--- config.mk ---
export PLATFORM = sky130hd
export DESIGN_NAME = mode_burst_config
export DESIGN_NICKNAME = d
export VERILOG_FILES = /design/src/rtl/mode_cfg_pkg.sv /design/src/rtl/mode_burst_config.sv /design/src/rtl/launch_delay.sv
export SDC_FILE = /design/constraint.sdc
export NUM_CORES = 1
export LEC_CHECK = 0
export ABC_CLOCK_PERIOD_IN_PS = 3800
export BUFFER_PORTS_ARGS = -buffer_cell sky130_fd_sc_hd__buf_4
export CELL_PAD_IN_SITES_DETAIL_PLACEMENT = 1
export CELL_PAD_IN_SITES_GLOBAL_PLACEMENT = 2
export CORE_AREA = 2 2 108 110
export CTS_CLUSTER_DIAMETER = 150
export DETAILED_ROUTE_END_ITERATION = 8
export DIE_AREA = 0 0 110 112
export PLACE_DENSITY = 0.78
export SLEW_MARGIN = 20
export SYNTH_ARGS = -nofsm -noshare
export SYNTH_HDL_FRONTEND = slang
export SYNTH_SLANG_ARGS = --single-unit
export TNS_END_PERCENT = 50
--- constraint.sdc ---
create_clock -name clk -period 3.8 [get_ports clk]
set_input_delay 0.57 -clock clk [delete_from_list [all_inputs] [get_ports clk]]
set_output_delay 0.57 -clock clk [all_outputs]
set_load 0.1 [all_outputs]
--- src/rtl/mode_cfg_pkg.sv ---
package mode_cfg_pkg;

    // ------------------------------------------------------------
    // widths
    // ------------------------------------------------------------
    localparam int ADDR_W = 14;  // address pins, register image width
    localparam int COL_W = 10;   // column address bits
    localparam int OFF_W = 4;    // in-block offset, up to sixteen beats

    // ------------------------------------------------------------
    // base register field positions
    // ------------------------------------------------------------
    localparam int BL_LSB = 0;   // burst length code, three bits
    localparam int BT_BIT = 3;   // burst type, 1 = interleaved
    localparam int CL_LSB = 4;   // read latency code, three bits

    // ------------------------------------------------------------
    // extended register field positions
    // ------------------------------------------------------------
    localparam int PAR_LSB = 0;  // partial array refresh select
    localparam int DRV_LSB = 5;  // output drive strength

    // ------------------------------------------------------------
    // codes and values after reset
    // ------------------------------------------------------------
    localparam logic [2:0] BL_CODE_2 = 3'h1;
    localparam logic [2:0] BL_CODE_4 = 3'h2;
    localparam logic [2:0] BL_CODE_8 = 3'h3;
    localparam logic [2:0] BL_CODE_16 = 3'h4;
    localparam logic [2:0] CL_CODE_2 = 3'h2;
    localparam logic [2:0] CL_CODE_3 = 3'h3;
    localparam logic [2:0] PAR_FULL = 3'h0;   // whole array kept
    localparam logic [ADDR_W-1:0] REG_RESET = 14'h0000;
    localparam logic [1:0] SEL_BASE = 2'h0;   // bank bits 1,0 = 0,0
    localparam logic [1:0] SEL_EXT = 2'h2;    // bank bits 1,0 = 1,0
    localparam logic [OFF_W-1:0] BEATS_PER_CLK = 4'h2;

    // ------------------------------------------------------------
    // carriers
    // ------------------------------------------------------------
    typedef struct packed {
        logic is_write;            // write burst, else read
        logic [1:0] bank;          // bank of the burst
        logic [COL_W-1:0] col;     // starting column
        logic [OFF_W-1:0] mask;    // burst length minus one
        logic interleave;          // column order
    } burst_req_t;

    typedef enum logic [1:0] {
        PWR_NORMAL,
        PWR_SELF_REFRESH,
        PWR_DEEP_DOWN
    } power_state_t;

endpackage : mode_cfg_pkg

--- src/rtl/mode_burst_config.sv ---
`timescale 1ns/1ns
`default_nettype none

module mode_burst_config
(
    input wire logic clk,
    input wire logic rst_n,
    input wire logic cke,
    input wire logic cs_n,
    input wire logic ras_n,
    input wire logic cas_n,
    input wire logic we_n,
    input wire logic bank_select_bit0,
    input wire logic bank_select_bit1,
    input wire logic [mode_cfg_pkg::ADDR_W-1:0] addr,
    output logic beat_valid,
    output logic beat_is_write,
    output logic [1:0] beat_bank,
    output logic [mode_cfg_pkg::COL_W-1:0] beat_col_even,
    output logic [mode_cfg_pkg::COL_W-1:0] beat_col_odd,
    output logic burst_last,
    output logic [2:0] partial_array_refresh_select,
    output logic [2:0] drive_strength,
    output logic self_refresh_active,
    output logic deep_power_down_active,
    output logic mode_reserved
);
    import mode_cfg_pkg::*;

    // ------------------------------------------------------------
    // decode helpers
    // ------------------------------------------------------------

    // burst length code to block mask (length minus one)
    function automatic logic [OFF_W-1:0] len_mask(input logic [2:0] code);
        logic [OFF_W-1:0] m;
        m = 4'h0;
        unique case (code)
            BL_CODE_2: m = 4'h1;
            BL_CODE_4: m = 4'h3;
            BL_CODE_8: m = 4'h7;
            BL_CODE_16: m = 4'hf;
            default: m = 4'h0;             // reserved code, no burst
        endcase
        return m;
    endfunction : len_mask

    // column of one beat: block bits kept, offset bits wrap in block
    function automatic logic [COL_W-1:0] beat_col(
        input logic [COL_W-1:0] start,
        input logic [OFF_W-1:0] beat,
        input logic [OFF_W-1:0] mask,
        input logic inter
    );
        logic [OFF_W-1:0] low;
        low = inter ? (start[OFF_W-1:0] ^ beat)
                    : OFF_W'(start[OFF_W-1:0] + beat);
        // bits above the mask select the block, under it the start plus or xor the beat
        return {start[COL_W-1:OFF_W],
                (start[OFF_W-1:0] & ~mask) | (low & mask)};
    endfunction : beat_col

    // ------------------------------------------------------------
    // command decode
    // ------------------------------------------------------------
    logic [1:0] bank_sel;     // bank bits as a pair
    logic cmd_mrs;            // register set command
    logic cmd_read;           // read burst
    logic cmd_write;          // write burst
    logic cmd_bst;            // terminate or deep-down entry
    logic cmd_ref;            // auto refresh or self refresh entry
    logic cke_prev_reg;       // clock enable at previous edge

    always_comb
    begin
        bank_sel = {bank_select_bit1, bank_select_bit0};
        cmd_mrs = !cs_n && !ras_n && !cas_n && !we_n;
        cmd_read = !cs_n && ras_n && !cas_n && we_n;
        cmd_write = !cs_n && ras_n && !cas_n && !we_n;
        cmd_bst = !cs_n && ras_n && cas_n && !we_n;
        cmd_ref = !cs_n && !ras_n && !cas_n && we_n;
    end

    // clock enable history for power state entries
    always_ff @(posedge clk)
    begin
        if (!rst_n)
            cke_prev_reg <= 1'b0;
        else
            cke_prev_reg <= cke;
    end

    // ------------------------------------------------------------
    // power state
    // ------------------------------------------------------------
    power_state_t pwr_reg;
    power_state_t pwr_next;
    logic enter_deep;         // deep-down entry this edge

    always_comb
    begin
        enter_deep = cke_prev_reg && !cke && cmd_bst && pwr_reg == PWR_NORMAL;
        pwr_next = pwr_reg;
        unique case (pwr_reg)
            PWR_NORMAL:
            begin
                if (enter_deep)
                    pwr_next = PWR_DEEP_DOWN;
                else if (cke_prev_reg && !cke && cmd_ref)
                    pwr_next = PWR_SELF_REFRESH;
            end
            PWR_SELF_REFRESH:
            begin
                // exit on clock enable rising
                if (cke)
                    pwr_next = PWR_NORMAL;
            end
            PWR_DEEP_DOWN:
            begin
                if (cke)
                    pwr_next = PWR_NORMAL;
            end
            default: pwr_next = PWR_NORMAL;  // two-bit code 3 unused
        endcase
    end

    // power state register
    always_ff @(posedge clk)
    begin
        if (!rst_n)
            pwr_reg <= PWR_NORMAL;
        else
            pwr_reg <= pwr_next;
    end

    // ------------------------------------------------------------
    // mode registers
    // ------------------------------------------------------------
    logic [ADDR_W-1:0] burst_latency_config_reg;   // base register image
    logic [ADDR_W-1:0] refresh_drive_config_reg;   // extended image
    logic cmd_active;                              // commands honoured

    // commands only count with clock enable high at both edges
    assign cmd_active = cke && cke_prev_reg && pwr_reg == PWR_NORMAL;

    // base register: no documented default, cleared by reset here
    always_ff @(posedge clk)
    begin
        if (!rst_n || enter_deep)
            burst_latency_config_reg <= REG_RESET;
        else if (cmd_active && cmd_mrs && bank_sel == SEL_BASE)
            burst_latency_config_reg <= addr;
    end

    // extended register: held until rewritten or deep-down
    always_ff @(posedge clk)
    begin
        if (!rst_n || enter_deep)
            refresh_drive_config_reg <= REG_RESET;
        else if (cmd_active && cmd_mrs && bank_sel == SEL_EXT)
            refresh_drive_config_reg <= addr;
    end

    // ------------------------------------------------------------
    // field decode
    // ------------------------------------------------------------
    logic [2:0] bl_code;      // burst length field
    logic [2:0] cl_code;      // latency field
    logic bl_mask_ok;         // length code legal
    logic cl_ok;              // latency code legal
    logic [OFF_W-1:0] cur_mask;
    logic cur_inter;          // interleaved order selected

    always_comb
    begin
        bl_code = burst_latency_config_reg[BL_LSB +: 3];
        cl_code = burst_latency_config_reg[CL_LSB +: 3];
        cur_inter = burst_latency_config_reg[BT_BIT];
        cur_mask = len_mask(bl_code);
        bl_mask_ok = cur_mask != 4'h0;
        cl_ok = (cl_code == CL_CODE_2) || (cl_code == CL_CODE_3);
    end

    // ------------------------------------------------------------
    // burst launch
    // ------------------------------------------------------------
    burst_req_t new_req;      // request built from this command
    logic new_valid;          // accepted read or write
    logic new_extra;          // read with latency three
    logic stop_read;          // terminate ends a running read
    logic dly_valid;
    burst_req_t dly_req;

    // reads and writes share the one programmed length
    always_comb
    begin
        new_req.is_write = cmd_write;
        new_req.bank = bank_sel;
        new_req.col = addr[COL_W-1:0];
        new_req.mask = cur_mask;
        new_req.interleave = cur_inter;
        // a reserved mode makes the device ignore bursts
        new_valid = cmd_active && (cmd_read || cmd_write) && bl_mask_ok && cl_ok;
        // latency three adds a second stage: data at n + 2 clocks
        new_extra = cmd_read && (cl_code == CL_CODE_3);
        stop_read = cmd_active && cmd_bst && !beat_is_write;
    end

    // latency two launches after one stage: data at n + 1 clock
    launch_delay u_launch
    (
        .clk(clk),
        .rst_n(rst_n),
        .in_valid(new_valid),
        .in_extra(new_extra),
        .in_req(new_req),
        .flush(enter_deep),
        .out_valid(dly_valid),
        .out_req(dly_req)
    );

    // ------------------------------------------------------------
    // burst engine: two beats per clock, one per edge
    // ------------------------------------------------------------
    burst_req_t run_reg;           // burst in progress
    logic running_reg;             // a burst still has beats left
    logic [OFF_W-1:0] beat_reg;    // next even beat index
    burst_req_t src;               // burst that drives this cycle
    logic [OFF_W-1:0] src_beat;
    logic src_go;
    logic src_last;

    // a newly launched burst interrupts the running one
    always_comb
    begin
        src_go = dly_valid || running_reg;
        src = dly_valid ? dly_req : run_reg;
        src_beat = dly_valid ? 4'h0 : beat_reg;
        src_last = OFF_W'(src_beat + 4'h1) == src.mask;
    end

    // beat counter and burst hold
    always_ff @(posedge clk)
    begin
        if (!rst_n || enter_deep)
        begin
            running_reg <= 1'b0;
            beat_reg <= 4'h0;
        end
        else if (stop_read && !dly_valid)
            running_reg <= 1'b0;       // terminate frees the bus at once
        else if (src_go)
        begin
            running_reg <= !src_last;
            beat_reg <= OFF_W'(src_beat + BEATS_PER_CLK);
        end
        if (dly_valid)
            run_reg <= dly_req;
    end

    // beat outputs, all registered
    always_ff @(posedge clk)
    begin
        if (!rst_n || enter_deep)
        begin
            beat_valid <= 1'b0;
            beat_is_write <= 1'b0;
            beat_bank <= 2'h0;
            beat_col_even <= '0;
            beat_col_odd <= '0;
            burst_last <= 1'b0;
        end
        else if (src_go && !(stop_read && !dly_valid))
        begin
            beat_valid <= 1'b1;
            beat_is_write <= src.is_write;
            beat_bank <= src.bank;
            beat_col_even <= beat_col(src.col, src_beat, src.mask,
                                      src.interleave);
            beat_col_odd <= beat_col(src.col, OFF_W'(src_beat + 4'h1),
                                     src.mask, src.interleave);
            burst_last <= src_last;
        end
        else
        begin
            beat_valid <= 1'b0;
            burst_last <= 1'b0;
        end
    end

    // ------------------------------------------------------------
    // extended register effects and status
    // ------------------------------------------------------------

    // refresh area only counts in self refresh, full array otherwise
    always_ff @(posedge clk)
    begin
        if (!rst_n)
            partial_array_refresh_select <= PAR_FULL;
        else if (pwr_next == PWR_SELF_REFRESH)
            partial_array_refresh_select <=
                refresh_drive_config_reg[PAR_LSB +: 3];
        else
            partial_array_refresh_select <= PAR_FULL;
    end

    // drive strength follows the register one clock later
    always_ff @(posedge clk)
    begin
        if (!rst_n)
            drive_strength <= 3'h0;
        else
            drive_strength <= refresh_drive_config_reg[DRV_LSB +: 3];
    end

    // power flags and reserved-code flag
    always_ff @(posedge clk)
    begin
        if (!rst_n)
        begin
            self_refresh_active <= 1'b0;
            deep_power_down_active <= 1'b0;
            mode_reserved <= 1'b1;
        end
        else
        begin
            self_refresh_active <= pwr_next == PWR_SELF_REFRESH;
            deep_power_down_active <= pwr_next == PWR_DEEP_DOWN;
            // reserved codes block bursts; the controller must avoid them
            mode_reserved <= !(bl_mask_ok && cl_ok);
        end
    end

endmodule : mode_burst_config

`default_nettype wire

--- src/rtl/launch_delay.sv ---
`timescale 1ns/1ns
`default_nettype none

// ------------------------------------------------------------
// burst launch delay: one stage always, a second stage on request
// ------------------------------------------------------------
module launch_delay
(
    input wire logic clk,
    input wire logic rst_n,
    input wire logic in_valid,
    input wire logic in_extra,
    input wire mode_cfg_pkg::burst_req_t in_req,
    input wire logic flush,
    output logic out_valid,
    output mode_cfg_pkg::burst_req_t out_req
);
    import mode_cfg_pkg::*;

    logic s1_valid_reg;      // first stage, launches directly
    logic s1_extra_reg;      // first stage wants one more cycle
    burst_req_t s1_req_reg;
    logic s2_valid_reg;      // second stage
    burst_req_t s2_req_reg;

    // stage one takes every command
    always_ff @(posedge clk)
    begin
        if (!rst_n || flush)
        begin
            s1_valid_reg <= 1'b0;
            s1_extra_reg <= 1'b0;
        end
        else
        begin
            s1_valid_reg <= in_valid;
            s1_extra_reg <= in_extra;
        end
        s1_req_reg <= in_req;
    end

    // stage two only for the longer latency
    always_ff @(posedge clk)
    begin
        if (!rst_n || flush)
            s2_valid_reg <= 1'b0;
        else
            s2_valid_reg <= s1_valid_reg && s1_extra_reg;
        s2_req_reg <= s1_req_reg;
    end

    // the second stage wins; a newer short command in the same cycle is dropped
    always_comb
    begin
        out_valid = s2_valid_reg || (s1_valid_reg && !s1_extra_reg);
        out_req = s2_valid_reg ? s2_req_reg : s1_req_reg;
    end

endmodule : launch_delay

`default_nettype wire

==> metrics.md <==
| Metric | Value |
|---|---|
| Total iterations of the first detailed-routing run | `4` |
| Core ar. | `11200 um^2` |
| Leak Pwr | `2.01 nW` |
| Sw frac | `0.209` |
| I/O pins | `57` |
| Vias per cell | `4.74` |
| Max-cap violations | `0` |
| Syn. warnings | `0` |
| Xor-xnor portion of the synthesized cell area | `0.0223` |
| Wire length on met2 | `3970 um` |
| Top layer in use | `met4` |
| Vias in the first global route | `2864` |
| Comb power frac | `0.021` |
| First-pass GRT wire length | `14200 um` |
| Per-cell routed wire length | `14.9 um` |
| Critical path fanouts, max | `10` |
| # H-tree levels | `3` |
| Synth top area share | `0.541` |
| Routed via count | `2713` |
| Number of remaining DRC errors | `0` |
| VDD IR max | `0.258 mV` |
| Adder-Cell Fraction of Synth Area | `0.0453` |
| Area of the multi-input gates | `1640 um^2` |
| Least-Margin Pin Slew | `0.863 ns` |
| Row cnt | `39` |
| Worst-Skew Late Latency | `0.34 ns` |
| RSZ-0062 raised after global routing | `no` |
| Port bufs | `52` |
| Post-synth EDFFs | `0` |
| Most common cell in the netlist | `dfxtp_1` |
| Initial DRC Count | `82` |
| Rel. slew slack | `0.423` |
| Compound-Gate Fraction of Synth Area | `0.106` |
| Overall die height | `112 um` |
| Initial antenna violation count | `0` |
| Largest family of logic cells by synthesized area | `simple AND/OR/NAND/NOR gates` |
| Met3 WL | `324 um` |
| Placed Cells | `556` |
| Critical Path AT | `3.55 ns` |
| WL final | `8500 um` |
| R2r endpoint | `beat_col_odd[3]$_SDFFE_PP0N_` |
| Pwr/cell area | `446 nW/um^2` |
| GR Util All Layers | `0.148` |
| Buffer count from post-CTS setup fixing | `0` |
| Sequential fraction of design power | `0.540` |
| Cts hold-fix bufs | `0` |
| Worst hold path cell count | `1` |
| Worst r2r path cells | `13` |
| Critical Path RT | `4.05 ns` |
| FF-to-FF Start | `u_launch.s1_extra_reg$_SDFF_PP0_` |
| CTS tree | `built` |
| Clk sinks | `106` |
| Die area | `12300 um^2` |
| TritonCTS buffer count | `9` |
| Cell taking the most area after synthesis | `dfxtp_1` |
| Critical path class | `register to register` |
| Mux contribution to synthesized area | `0.0941` |
| Cell count after synthesis | `377` |
| Worst-case clock buffer depth | `2` |
| Period utilization | `0.868` |
| Area contributors post-synth | `dfxtp_1, mux2i_1, nand2_1, ha_1, nor2_1` |
| Overflow after GRT | `0` |
| Sequential share of the synthesized area | `0.541` |
| Final hold vios | `0` |
| Routed met1 length | `4140 um` |
| Syn Nets | `413` |
| Area delta synth->final | `20.0%` |
| Largest net degree at the start of global routing | `28` |
| Setup violators final | `0` |
| Final Skew | `0.00615 ns` |
| Minimum clock period | `3.30 ns` |
| Status | `completed` |
| Hold Path Sink | `u_launch.s1_req_reg[13]$_DFF_P_` |
| Filler cells | `1239` |
| Die width | `110 um` |
| Fin Setup TNS | `0 ns` |
| Post_cts resized | `0` |
| Root Driver | `clkbuf_16` |
| WHS | `0.330 ns` |
| HPWL after DPL | `6090 um` |
| Synthesized area | `3920 um^2` |
| Fraction of registers with async set/reset | `0` |
| Synth Area in Simple Gates | `0.151` |
| Initial core utilization | `0.351` |
| P_int | `1.66 mW` |
| GPL Wtd Cong | `0.791` |
| Synth Flop Type | `dfxtp_1` |
| Clock slew at the register clock pins of the worst setup and hold paths | `0.07 ns` |
| Non-Filler Instances | `572` |
| Max-slew violations | `0` |
| Psw | `0.439 mW` |
| Hold Crit Class | `input pin to register` |
| Worst reg-to-reg setup slack | `0.50 ns` |
| CP Capture Type | `register` |
| Fmax | `303 MHz` |
| Post-synth top cells | `dfxtp_1, nand2_1, mux2i_1` |
| CP startpoint kind | `register` |
| Post-synthesis register bit count | `106` |
| Syn avg cell area | `10.4 um^2` |
| Clk pwr share | `0.439` |
| Final ANT Viol Nets | `0` |
| Antenna Cells | `0` |
| Reg area | `2120 um^2` |
| Synth cell types | `53` |
| Final nets | `460` |
| Worst hold start | `addr[8]` |
| Share of layout cells above drive strength 1 | `0.205` |
==> worst max-delay path by stage <==
stage / from / to / slack [ns] / depth (start not counted)
floorplan: u_launch.s1_valid_reg$_SDFF_PP0_ / beat_col_odd[3]$_SDFFE_PP0N_ / 0.71 / 14
global placement: u_launch.s1_extra_reg$_SDFF_PP0_ / beat_col_odd[3]$_SDFFE_PP0N_ / 0.60 / 12
detailed placement: u_launch.s1_extra_reg$_SDFF_PP0_ / beat_col_odd[3]$_SDFFE_PP0N_ / 0.46 / 13
CTS: u_launch.s1_extra_reg$_SDFF_PP0_ / beat_col_odd[3]$_SDFFE_PP0N_ / 0.43 / 13
global route: u_launch.s1_extra_reg$_SDFF_PP0_ / beat_col_odd[3]$_SDFFE_PP0N_ / 0.14 / 13
finish: u_launch.s1_extra_reg$_SDFF_PP0_ / beat_col_odd[3]$_SDFFE_PP0N_ / 0.50 / 13
==> cell type report <==
type,instances,area share
Sequential cell,106,0.451
Multi-Input combinational cell,239,0.349
Timing Repair Buffer,57,0.0909
Clock buffer,10,0.0487
Tap cell,143,0.0380
Clock inverter,6,0.0138
Inverter,11,0.00877
==> cell usage in the layout (no fill, tap or decap), types with 5 or more instances in the layout <==
master	n
a211oi_1	5
a21oi_1	16
and2_1	8
buf_4	57
clkbuf_16	9
dfxtp_1	106
ha_1	11
inv_1	11
mux2i_1	31
nand2_1	49
nor2_1	27
nor3_1	6
o21ai_0	15
xnor2_1	5
xor2_1	5
==> stage by stage <==
step / power, mW / setup WS, ns / utilization / instance area [um^2]
CTS: 2.13 / 0.430 / 0.421 / 4710
global route: 2.18 / 0.137 / 0.421 / 4710
global placement: 1.20 / 0.605 / 0.395 / 4410
finish: 2.10 / 0.503 / 0.421 / 4710
floorplan: 1.17 / 0.708 / - / 3920
detailed placement: 1.20 / 0.461 / 0.395 / 4410
==> kinds of logic after synthesis <==
family,count (synthesis)
buf+inv,32
mux,36
simple gates,121
flops,106
xor+xnor,10
compound gates,59
fa+ha+maj,13
==> critical path: stages (launching register included) <==
cell,delay (ns)
dfxtp_1,0.42
nor2b_4,0.10
nor2_1,0.51
nand2_1,0.23
inv_1,0.13
ha_1,0.16
xor2_1,0.26
ha_1,0.32
and3_1,0.18
a211oi_1,0.29
or4b_1,0.17
nand2_1,0.06
xnor2_1,0.14
a211oi_2,0.23
==> power groups by stage <==
stage / Clock [mW] / Sequential, mW / Combinational (mW)
final: 0.921 / 1.13 / 0.0444
after detailed placement: 0 / 1.16 / 0.0450
after global routing: 1.00 / 1.13 / 0.0491
after global placement: 0 / 1.16 / 0.0447
after CTS: 0.951 / 1.13 / 0.0451
after floorplan: 0 / 1.16 / 0.0165
==> routing by layer <==
metal  global-route usage  vias to the layer above
li1                     -                     1370
met1                0.198                     1292
met2                0.235                       46
met3               0.0416                        5
met4               0.0380                        0
met5                    0                        -
Power figures use the tool's default switching activity.
